[src/spu_regs.svh]
// Purpose: Addresses, bit positions, reset values and counts of the serial port.
// Assumes: Included by bare name.
// Notes: The clock is the fundamental oscillator.
`ifndef SPU_REGS_SVH
`define SPU_REGS_SVH
`define SPU_CTL_ADR   8'h98
`define SPU_BUF_ADR   8'h99
`define SPU_T2C_ADR   8'hC8
`define SPU_PWR_ADR   8'h87
`define SPU_IOC_ADR   8'hF8
`define SPU_CTL_BITS  5'h13
`define SPU_TXSEL_BA  8'hCC
`define SPU_RXSEL_BA  8'hCD
`define SPU_ERR_BA    8'hFD
`define SPU_TXSEL_POS 4
`define SPU_RXSEL_POS 5
`define SPU_DBL_POS   7
`define SPU_ERR_POS   5
`define SPU_CTL_RST   8'h00
`define SPU_M0_LAST   4'hB
`define SPU_M0_HALF   4'h6
`define SPU_M0_SAMP   4'h5
`define SPU_M0_BITS   4'h8
`define SPU_OVS_LAST  4'hF
`define SPU_VOTE_LO   4'h7
`define SPU_VOTE_HI   4'h9
`define SPU_VOTE_CHK  4'hA
`endif

[src/spu_pkg.sv]
// Purpose: Types of the serial port.
// Assumes: Nothing.
// Notes: One packed struct holds all state of the top module except the transmit word buffer.
package spu_pkg;
  typedef enum logic [1:0] {TX_IDLE = 2'b00, TX_RUN = 2'b01} spu_tx_st_t;
  typedef enum logic [1:0] {RX_IDLE = 2'b00, RX_ASYNC = 2'b01, RX_SHIFT = 2'b11} spu_rx_st_t;
  typedef struct packed {
    logic sm_hi;
    logic sm_lo;
    logic mp;
    logic ren;
    logic tb8;
    logic rb8;
    logic ti;
    logic ri;
  } spu_ctl_t;
  typedef struct packed {
    spu_ctl_t   sc;
    logic [7:0] rbuf;
    logic       tx_clock_select;
    logic       rclk;
    logic       rate_double;
    logic       serial_error_flag;
    logic [7:0] rdata;
    logic       irq;
    logic       txd;
    logic       rxd_o;
    logic       rxd_oe;
    logic [1:0] pre;
    logic       half;
    logic [2:0] sync;
    spu_tx_st_t tx_st;
    logic [10:0] tx_sh;
    logic [3:0] tx_n;
    logic [3:0] tx_c;
    logic       tx_b8;
    spu_rx_st_t rx_st;
    logic [8:0] rx_sh;
    logic [3:0] rx_n;
    logic [3:0] rx_c;
    logic [2:0] rx_v;
  } spu_st_t;
endpackage

[src/spu_buf2.sv]
// Purpose: Two-entry buffer with valid and ready on both sides.
// Assumes: Single clock, asynchronous active-high reset.
// Notes: Ready on the fill side is low only while both entries hold words.
`timescale 1ns/1ps
`default_nettype none
module spu_buf2 #(
  parameter int W = 8
) (
  input  wire logic         clk_sys,
  input  wire logic         rst,
  input  wire logic         in_valid,
  input  wire logic [W-1:0] in_data,
  output logic              in_ready,
  output logic              out_valid,
  output logic [W-1:0]      out_data,
  input  wire logic         out_ready
);
  typedef struct packed {
    logic [1:0][W-1:0] mem;
    logic              wp;
    logic              rp;
    logic [1:0]        cnt;
    logic              rdy;
  } spu_buf_t;
  spu_buf_t q;
  spu_buf_t n;
  logic     push;
  logic     pop;

  always_comb
  begin
    n = q;
    push = in_valid && q.rdy;
    pop = out_ready && (q.cnt != 2'h0);
    if (push)
    begin
      n.mem[q.wp] = in_data;
      n.wp = ~q.wp;
    end
    if (pop)
    begin
      n.rp = ~q.rp;
    end
    n.cnt = q.cnt + {1'b0, push} - {1'b0, pop};
    n.rdy = (n.cnt != 2'h2);
  end

  always_ff @(posedge clk_sys or posedge rst)
  begin
    if (rst)
    begin
      q <= '{mem: '0, wp: 1'b0, rp: 1'b0, cnt: 2'h0, rdy: 1'b1};
    end
    else
    begin
      q <= n;
    end
  end

  assign in_ready = q.rdy;
  assign out_valid = (q.cnt != 2'h0);
  assign out_data = q.mem[q.rp];
endmodule
`default_nettype wire

[src/spu_top.sv]
// Purpose: Serial port with shift mode and three asynchronous modes.
// Assumes: clk_sys is the oscillator; timer overflows are one-cycle pulses.
// Notes: Register reads answer one cycle after the read strobe.
`timescale 1ns/1ps
`default_nettype none
`include "spu_regs.svh"
module spu_top (
  input  wire logic       clk_sys,
  input  wire logic       rst,
  input  wire logic [7:0] sfr_addr,
  input  wire logic       sfr_wr,
  input  wire logic       sfr_rd,
  input  wire logic [7:0] sfr_wdata,
  output logic [7:0]      sfr_rdata,
  input  wire logic [7:0] bit_addr,
  input  wire logic       bit_wr,
  input  wire logic       bit_val,
  input  wire logic       t1_ovf,
  input  wire logic       t2_ovf,
  input  wire logic       rxd_in,
  output logic            rxd_out,
  output logic            rxd_oe,
  output logic            txd,
  output logic            serial_irq,
  output logic            tx_ready
);
  spu_pkg::spu_st_t q;
  spu_pkg::spu_st_t n;
  logic       txq_v;
  logic [7:0] txq_d;
  logic       pop;
  logic       ctl_wr;
  logic       err_wr;
  logic       rx_fin;
  logic       rx_bit;
  logic       m0;
  logic       m1;

  function automatic logic vote(input logic [2:0] v);
    vote = (v[0] & v[1]) | (v[0] & v[2]) | (v[1] & v[2]);
  endfunction

  function automatic logic [3:0] last_bit(input logic hi, input logic lo);
    if (!hi && !lo)
    begin
      last_bit = 4'h7;
    end
    else if (!hi)
    begin
      last_bit = 4'h9;
    end
    else
    begin
      last_bit = 4'hA;
    end
  endfunction

  ////////////////////////////////////////////////////////////////////////////
  // Transmit word buffer.

  spu_buf2 #(.W(8)) u_txq (
    .clk_sys   (clk_sys),
    .rst       (rst),
    .in_valid  (sfr_wr && (sfr_addr == `SPU_BUF_ADR)),
    .in_data   (sfr_wdata),
    .in_ready  (tx_ready),
    .out_valid (txq_v),
    .out_data  (txq_d),
    .out_ready (pop)
  );

  ////////////////////////////////////////////////////////////////////////////
  // Next-state logic.

  assign m0 = !q.sc.sm_hi && !q.sc.sm_lo;
  assign m1 = !q.sc.sm_hi && q.sc.sm_lo;
  assign ctl_wr = (sfr_wr && (sfr_addr == `SPU_CTL_ADR))
               || (bit_wr && (bit_addr[7:3] == `SPU_CTL_BITS));
  assign err_wr = (sfr_wr && (sfr_addr == `SPU_IOC_ADR))
               || (bit_wr && (bit_addr == `SPU_ERR_BA));
  assign rx_bit = vote(q.rx_v);
  assign pop = txq_v && (q.tx_st == spu_pkg::TX_IDLE)
            && (!m0 || (q.rx_st == spu_pkg::RX_IDLE));

  always_comb
  begin
    logic       ttick;
    logic       rtick;
    logic       t1src;
    logic       rxd;
    logic       acc;
    logic       ti_set;
    logic [7:0] rdat;
    logic       r9;
    ttick = 1'b0;
    rtick = 1'b0;
    t1src = 1'b0;
    rxd = q.sync[1];
    acc = 1'b0;
    ti_set = 1'b0;
    rdat = 8'h00;
    r9 = 1'b0;
    rx_fin = 1'b0;
    n = q;
    n.sync = {q.sync[1], q.sync[0], rxd_in};
    n.pre = q.pre + 2'h1;
    if (t1_ovf)
    begin
      n.half = ~q.half;
    end
    t1src = q.rate_double ? t1_ovf : (t1_ovf && q.half);
    if (q.sc.sm_hi && !q.sc.sm_lo)
    begin
      ttick = q.rate_double ? q.pre[0] : (&q.pre);
      rtick = ttick;
    end
    else
    begin
      ttick = q.tx_clock_select ? t2_ovf : t1src;
      rtick = q.rclk ? t2_ovf : t1src;
    end
    // Register writes, byte and bit.
    if (sfr_wr)
    begin
      case (sfr_addr)
        `SPU_CTL_ADR: n.sc = sfr_wdata;
        `SPU_T2C_ADR:
        begin
          n.tx_clock_select = sfr_wdata[`SPU_TXSEL_POS];
          n.rclk = sfr_wdata[`SPU_RXSEL_POS];
        end
        `SPU_PWR_ADR: n.rate_double = sfr_wdata[`SPU_DBL_POS];
        `SPU_IOC_ADR: n.serial_error_flag = sfr_wdata[`SPU_ERR_POS];
        default: n.rate_double = n.rate_double;
      endcase
    end
    if (bit_wr)
    begin
      if (bit_addr[7:3] == `SPU_CTL_BITS)
      begin
        n.sc[bit_addr[2:0]] = bit_val;
      end
      else if (bit_addr == `SPU_TXSEL_BA)
      begin
        n.tx_clock_select = bit_val;
      end
      else if (bit_addr == `SPU_RXSEL_BA)
      begin
        n.rclk = bit_val;
      end
      else if (bit_addr == `SPU_ERR_BA)
      begin
        n.serial_error_flag = bit_val;
      end
    end
    // Transmitter.
    case (q.tx_st)
      spu_pkg::TX_IDLE:
      begin
        if (pop)
        begin
          n.tx_st = spu_pkg::TX_RUN;
          n.tx_c = 4'h0;
          n.tx_n = 4'h0;
          n.tx_b8 = q.sc.tb8;
          if (m0)
          begin
            n.tx_sh = {3'b111, txq_d};
          end
          else
          begin
            n.tx_sh = {1'b1, m1 | q.sc.tb8, txq_d, 1'b0};
          end
        end
      end
      spu_pkg::TX_RUN:
      begin
        if (m0 || ttick)
        begin
          if (q.tx_c == (m0 ? `SPU_M0_LAST : `SPU_OVS_LAST))
          begin
            n.tx_c = 4'h0;
            n.tx_sh = {1'b1, q.tx_sh[10:1]};
            n.tx_n = q.tx_n + 4'h1;
            if (q.tx_n == last_bit(q.sc.sm_hi, q.sc.sm_lo))
            begin
              n.tx_st = spu_pkg::TX_IDLE;
              ti_set = 1'b1;
            end
          end
          else
          begin
            n.tx_c = q.tx_c + 4'h1;
          end
        end
      end
      default: n.tx_st = spu_pkg::TX_IDLE;
    endcase
    // Receiver.
    case (q.rx_st)
      spu_pkg::RX_IDLE:
      begin
        if (q.sc.ren)
        begin
          n.rx_c = 4'h0;
          n.rx_n = 4'h0;
          n.rx_v = 3'h0;
          if (m0)
          begin
            if (!q.sc.ri && (q.tx_st == spu_pkg::TX_IDLE) && !pop)
            begin
              n.rx_st = spu_pkg::RX_SHIFT;
            end
          end
          else if (q.sync[2] && !rxd)
          begin
            n.rx_st = spu_pkg::RX_ASYNC;
          end
        end
      end
      spu_pkg::RX_SHIFT:
      begin
        n.rx_c = q.rx_c + 4'h1;
        if (q.rx_c == `SPU_M0_SAMP)
        begin
          n.rx_sh = {rxd, q.rx_sh[8:1]};
          n.rx_n = q.rx_n + 4'h1;
        end
        if (q.rx_c == `SPU_M0_LAST)
        begin
          n.rx_c = 4'h0;
          if (q.rx_n == `SPU_M0_BITS)
          begin
            n.rx_st = spu_pkg::RX_IDLE;
            rx_fin = 1'b1;
          end
        end
      end
      spu_pkg::RX_ASYNC:
      begin
        if (rtick)
        begin
          n.rx_c = q.rx_c + 4'h1;
          if ((q.rx_c >= `SPU_VOTE_LO) && (q.rx_c <= `SPU_VOTE_HI))
          begin
            n.rx_v = {q.rx_v[1:0], rxd};
          end
          if ((q.rx_c == `SPU_VOTE_CHK) && (q.rx_n == 4'h0) && rx_bit)
          begin
            n.rx_st = spu_pkg::RX_IDLE;
          end
          if (q.rx_c == `SPU_OVS_LAST)
          begin
            n.rx_c = 4'h0;
            n.rx_n = q.rx_n + 4'h1;
            if (q.rx_n == last_bit(q.sc.sm_hi, q.sc.sm_lo))
            begin
              n.rx_st = spu_pkg::RX_IDLE;
              rx_fin = 1'b1;
            end
            else if (q.rx_n != 4'h0)
            begin
              n.rx_sh = {rx_bit, q.rx_sh[8:1]};
            end
          end
        end
      end
      default: n.rx_st = spu_pkg::RX_IDLE;
    endcase
    // Frame completion and acceptance.
    if (rx_fin)
    begin
      if (m0)
      begin
        acc = 1'b1;
        rdat = q.rx_sh[8:1];
        r9 = q.sc.rb8;
      end
      else if (m1)
      begin
        acc = !q.sc.mp || rx_bit;
        rdat = q.rx_sh[8:1];
        r9 = rx_bit;
      end
      else
      begin
        acc = !q.sc.mp || q.rx_sh[8];
        rdat = q.rx_sh[7:0];
        r9 = q.rx_sh[8];
      end
      if (!m0 && !rx_bit)
      begin
        n.serial_error_flag = 1'b1;
      end
      if (acc)
      begin
        if (q.sc.ri && !m0)
        begin
          n.serial_error_flag = 1'b1;
        end
        else
        begin
          n.rbuf = rdat;
          n.sc.rb8 = r9;
          n.sc.ri = 1'b1;
        end
      end
    end
    if (ti_set)
    begin
      n.sc.ti = 1'b1;
    end
    n.irq = n.sc.ri || n.sc.ti;
    // Pin drivers.
    n.rxd_oe = m0 && (n.tx_st == spu_pkg::TX_RUN);
    n.rxd_o = n.rxd_oe ? n.tx_sh[0] : 1'b1;
    if (m0)
    begin
      if (n.tx_st == spu_pkg::TX_RUN)
      begin
        n.txd = (n.tx_c >= `SPU_M0_HALF);
      end
      else if (n.rx_st == spu_pkg::RX_SHIFT)
      begin
        n.txd = (n.rx_c >= `SPU_M0_HALF);
      end
      else
      begin
        n.txd = 1'b1;
      end
    end
    else
    begin
      n.txd = (n.tx_st == spu_pkg::TX_RUN) ? n.tx_sh[0] : 1'b1;
    end
    // Register reads.
    if (sfr_rd)
    begin
      case (sfr_addr)
        `SPU_CTL_ADR: n.rdata = q.sc;
        `SPU_BUF_ADR: n.rdata = q.rbuf;
        `SPU_T2C_ADR: n.rdata = {2'b00, q.rclk, q.tx_clock_select, 4'h0};
        `SPU_PWR_ADR: n.rdata = {q.rate_double, 7'h00};
        `SPU_IOC_ADR: n.rdata = {2'b00, q.serial_error_flag, 5'h00};
        default: n.rdata = 8'h00;
      endcase
    end
  end

  ////////////////////////////////////////////////////////////////////////////
  // State register.

  always_ff @(posedge clk_sys or posedge rst)
  begin
    if (rst)
    begin
      q <= '{sc: `SPU_CTL_RST, rbuf: 8'h00, tx_clock_select: 1'b0, rclk: 1'b0, rate_double: 1'b0,
             serial_error_flag: 1'b0, rdata: 8'h00, irq: 1'b0, txd: 1'b1, rxd_o: 1'b1,
             rxd_oe: 1'b0, pre: 2'h0, half: 1'b0, sync: 3'h7,
             tx_st: spu_pkg::TX_IDLE, tx_sh: 11'h7FF, tx_n: 4'h0, tx_c: 4'h0,
             tx_b8: 1'b0, rx_st: spu_pkg::RX_IDLE, rx_sh: 9'h000, rx_n: 4'h0,
             rx_c: 4'h0, rx_v: 3'h0};
    end
    else
    begin
      q <= n;
    end
  end

  assign sfr_rdata = q.rdata;
  assign serial_irq = q.irq;
  assign txd = q.txd;
  assign rxd_out = q.rxd_o;
  assign rxd_oe = q.rxd_oe;
endmodule
`default_nettype wire

[config.mk]
export PLATFORM = sky130hd
export DESIGN_NAME = spu_top
export DESIGN_NICKNAME = d
export VERILOG_FILES = /design/src/spu_pkg.sv /design/src/spu_buf2.sv /design/src/spu_top.sv
export VERILOG_INCLUDE_DIRS = /design/src /design/src/src
export SDC_FILE = /design/constraint.sdc
export NUM_CORES = 1
export LEC_CHECK = 0
export ABC_AREA = 1
export BUFFER_PORTS_ARGS = -buffer_cell sky130_fd_sc_hd__buf_2
export CORE_UTILIZATION = 30
export DETAILED_ROUTE_END_ITERATION = 10
export PLACE_DENSITY_LB_ADDON = 0.2
export REMOVE_ABC_BUFFERS = 1
export SYNTH_ARGS = -nofsm -noshare
export SYNTH_HDL_FRONTEND = slang
export SYNTH_SLANG_ARGS = --single-unit
[constraint.sdc]
create_clock -name clk_sys -period 4.6 [get_ports clk_sys]
set_input_delay 0.92 -clock clk_sys [delete_from_list [all_inputs] [get_ports clk_sys]]
set_output_delay 0.92 -clock clk_sys [all_outputs]
set_load 0.02 [all_outputs]
==> flow_summary_export.csv <==
group,metric,value,unit
pwr,vdd_drop_max,209,uV
global_routing,antenna_found_initial,0,
critical_path,path_common_cell,"sky130_fd_sc_hd__ha_1",
outcome,run_status,"complete, but fails checks",
synthesis,syn-mean-instance-area,7.87,sq um
timing,setup_tns_after_final_layout,0,ps
placement,place_hpwl,10400,um
pwr,leakage,3.13,nW
synthesis,yosys_most_used_dff,"sky130_fd_sc_hd__dfrtp_1",
pwr,total_switching_power,1.02,mW
timing,worst_margin_slew,718,ps
routing,dr_iter_0_viols,269,
timing,final_worst_clock_skew,10.5,ps
clock_tree,cells_resized_by_post_cts_repair,0,
critical_path,cp_data_arrival_time,3160,ps
worst_hold_path,worst_hold_startpoint,"n[45]",
routing,vias,4601,
clock_tree,post_cts_hold_buffer_count,0,
critical_path,critical_path.reg2reg.startpoint,"q[81]",
cells_and_area,layout-drive-gt1-share,0.152,
timing,rsz0062_at_grt,"false",
critical_path,cp_num_buf_inv,1,
critical_path,critical_path.startpoint_type,"flop",
cells_and_area,final_common_cell,"sky130_fd_sc_hd__nand2_1",
clock_tree,cts-root-to-sink-buffers,2,
die,ioPinCount,46,
timing,max_clock_freq,349,MHz
synthesis,synth_area,5630,sq um
critical_path,critical_path_class,"reg -> reg",
critical_path,worstPathMaxFanout,21,
pwr,intPower,1.74,mW
cells_and_area,num_antenna_cells,0,
pwr,pwr-share-clk,0.277,
timing,final_period_minus_worst_setup_slack,2870,ps
synthesis,number_of_instances_in_the_synthesized_netlist,715,
global_routing,number_of_global_route_vias_before_repair,4435,
routing,avgViaCountPerCell,4.67,
routing,wl_per_cell,14.1,um
clock_tree,cts_root_buffer,"sky130_fd_sc_hd__clkbuf_16",
critical_path,critPathMaxStageDelay,790,ps
die,floorplan.initialDensity,0.310,
clock_tree,cts_setup_buffers,0,
global_routing,grt_util_all_layers,0.153,
synthesis,synth_async_sr_flop_share,1.00,
clock_tree,tritoncts,"yes",
pwr,power.combinational.fraction,0.282,
clock_tree,cts_buffers,9,
placement,gp_congestion,0.843,
global_routing,grt_overflow_total,0,
clock_tree,clkLatencyLatePin,360,ps
clock_tree,cts.reportedPaths.clkPinSlew,70,ps
die,core,18100,sq um
timing,final_max_slew_viol_count,0,
critical_path,cp_cell_sequence,"nor2_2, nand2_1, o21ai_1, nor2_1, ha_1, inv_1, ha_1, or2_2",
global_routing,grt_start_max_net_pins,55,
cells_and_area,mostFrequentLayoutCells,"194 x sky130_fd_sc_hd__nand2_1, 94 x sky130_fd_sc_hd__inv_1, 85 x sky130_fd_sc_hd__dfrtp_1, 49 x sky130_fd_sc_hd__nor2_1, 45 x sky130_fd_sc_hd__buf_2",
die,floorplan.die_area,19300,sq um
synthesis,synth_edf_count,0,
timing,setup_viol,0,
routing,firstDrtPassIters,8,
die,die_height,139,um
critical_path,reg2reg_slack,1730,ps
routing,post-route-drc-count,1,
critical_path,crit_cells,8,
worst_hold_path,hold_path_class,"reg -> reg",
pwr,pwr-share-seq,0.441,
cells_and_area,layout-area-overhead-vs-synth,12.1,%
cells_and_area,filler_cell_count,1948,
clock_tree,cts.htree.levels,3,
die,die-width,139,um
critical_path,worst-r2r-cell-count,8,
die,number_of_cell_rows,49,
synthesis,synth.yosys.warnings,0,
pwr,power_switching_share,0.369,
critical_path,crit_end_element,"flop",
critical_path,crit_required,4890,ps
synthesis,ys_seq_elements,102,
routing,route.final.wire_length,13900,um
timing,min_period_over_period,0.624,
critical_path,critical_path_origin,"q[81]",
placement,place.port_buffers,45,
run,max_cap_violations,0,
clock_tree,cts_sinks,102,
critical_path,cp_top_family,"simple AND/OR/NAND/NOR gates",
outcome,failed_checks,"DRC",
timing,slew_headroom,0.521,
critical_path,crit_reg_reg_endpoint,"u_txq.in_ready",
timing,timing_hold_violations_final,0,
critical_path,critPathCapture,"u_txq.in_ready",
routing,ant_nets,0,
global_routing,global_route_wire_length_before_repair,23300,um
synthesis,count_of_unique_library_cells_instantiated_by_yosys,46,
pwr,cellPowerDensity,438,nW/um^2
cells_and_area,layout.nets,795,
critical_path,critPathSlowestCell,"sky130_fd_sc_hd__dfrtp_1",
synthesis,seq_area_frac_synth,0.457,
cells_and_area,finalCoreUtilization,0.348,
==> flip-flops by register name, indices dropped and copies added, names as in the netlist <==
register and count:
sfr_rdata 8, q 67, rxd_oe 1, serial_irq 1, rxd_out 1, txd 1, u_txq.q 20, u_txq.in_ready 1
n 2
==> Yosys cell counts (6+ instances only) <==
cell type / count / share of area
sky130_fd_sc_hd__nand2_1: 194 / 0.13
sky130_fd_sc_hd__inv_1: 95 / 0.063
sky130_fd_sc_hd__dfrtp_1: 85 / 0.38
sky130_fd_sc_hd__nor2_1: 49 / 0.033
sky130_fd_sc_hd__o21ai_0: 42 / 0.037
sky130_fd_sc_hd__nand3_1: 39 / 0.035
sky130_fd_sc_hd__a21oi_1: 23 / 0.020
sky130_fd_sc_hd__dfstp_2: 17 / 0.079
sky130_fd_sc_hd__o21ai_1: 17 / 0.015
sky130_fd_sc_hd__o22ai_1: 14 / 0.016
sky130_fd_sc_hd__ha_1: 11 / 0.024
sky130_fd_sc_hd__nand4_1: 11 / 0.012
sky130_fd_sc_hd__buf_4: 10 / 0.013
sky130_fd_sc_hd__mux2i_1: 10 / 0.018
sky130_fd_sc_hd__o21a_1: 8 / 0.011
sky130_fd_sc_hd__o21ai_2: 8 / 0.012
sky130_fd_sc_hd__xor2_1: 8 / 0.012
sky130_fd_sc_hd__inv_2: 7 / 0.0047
sky130_fd_sc_hd__nor3_1: 7 / 0.0062
sky130_fd_sc_hd__o211ai_1: 7 / 0.0093
sky130_fd_sc_hd__buf_2: 6 / 0.0053
==> area by class of cell <==
| class | count | area [sq um] | share of cell area |
|---|---|---|---|
| Tap cell | 229 | 287 | 0.0454 |
| Sequential cell | 102 | 2570 | 0.408 |
| Timing Repair Buffer | 47 | 240 | 0.0381 |
| Clock buffer | 10 | 239 | 0.0379 |
| Multi-Input combinational cell | 487 | 2520 | 0.400 |
| Clock inverter | 6 | 53.8 | 0.00853 |
| Inverter | 104 | 393 | 0.0623 |
==> routing by layer <==
layer,up-vias,share of wire,global-route usage
li1,2387,-,-
met1,2139,0.53,0.220
met2,62,0.43,0.233
met3,13,0.024,0.0249
met4,0,0.014,0.0526
met5,-,0,0
==> cell families after synthesis <==
family / synth area share
other: 0.000666
flip-flops: 0.457
AO/OA/AOI/OAI: 0.142
AND/OR/NAND/NOR: 0.246
XOR/XNOR: 0.0171
buffers and inverters: 0.0947
multiplexers: 0.0178
adder cells (fa/ha/maj): 0.0244
==> metrics by stage <==
step                      std cells  hold slack (ps)  power [mW]  setup WS, ps  instance area [sq um]
final                           985              355        2.76          1730                   6310
after global routing            985              360        2.97          1390                   6310
after CTS                       985              357        2.79          1700                   6310
after detailed placement        969              347        2.02          1680                   6020
after global placement          969              346        2.02          1800                   6020
after floorplan                 693              345        1.79          1030                   5490
==> worst min-delay path by stage <==
stage                  to  slack, ps  depth (start not counted)
floorplan           n[46]        350                          0
global placement    n[46]        350                          0
detailed placement  n[46]        350                          0
CTS                 n[46]        360                          0
global route        n[46]        360                          0
finish              n[46]        360                          0
==> power by group through the flow <==
stage	combinational [mW]	sequential (mW)	clock [mW]
after floorplan	0.587	1.20	0
after global placement	0.786	1.24	0
after detailed placement	0.786	1.23	0
after CTS	0.787	1.22	0.787
after global routing	0.905	1.24	0.826
final	0.780	1.22	0.766
==> worst reg2reg max path: cells and delay by family (launching register included) <==
| family | cells | cell delay, ps |
|---|---|---|
| AND/OR/NAND/NOR | 4 | 1300 |
| flip-flops | 1 | 790 |
| adder cells (fa/ha/maj) | 2 | 560 |
| AO/OA/AOI/OAI | 1 | 90 |
| buffers and inverters | 1 | 50 |
Power figures use the tool's default switching activity.
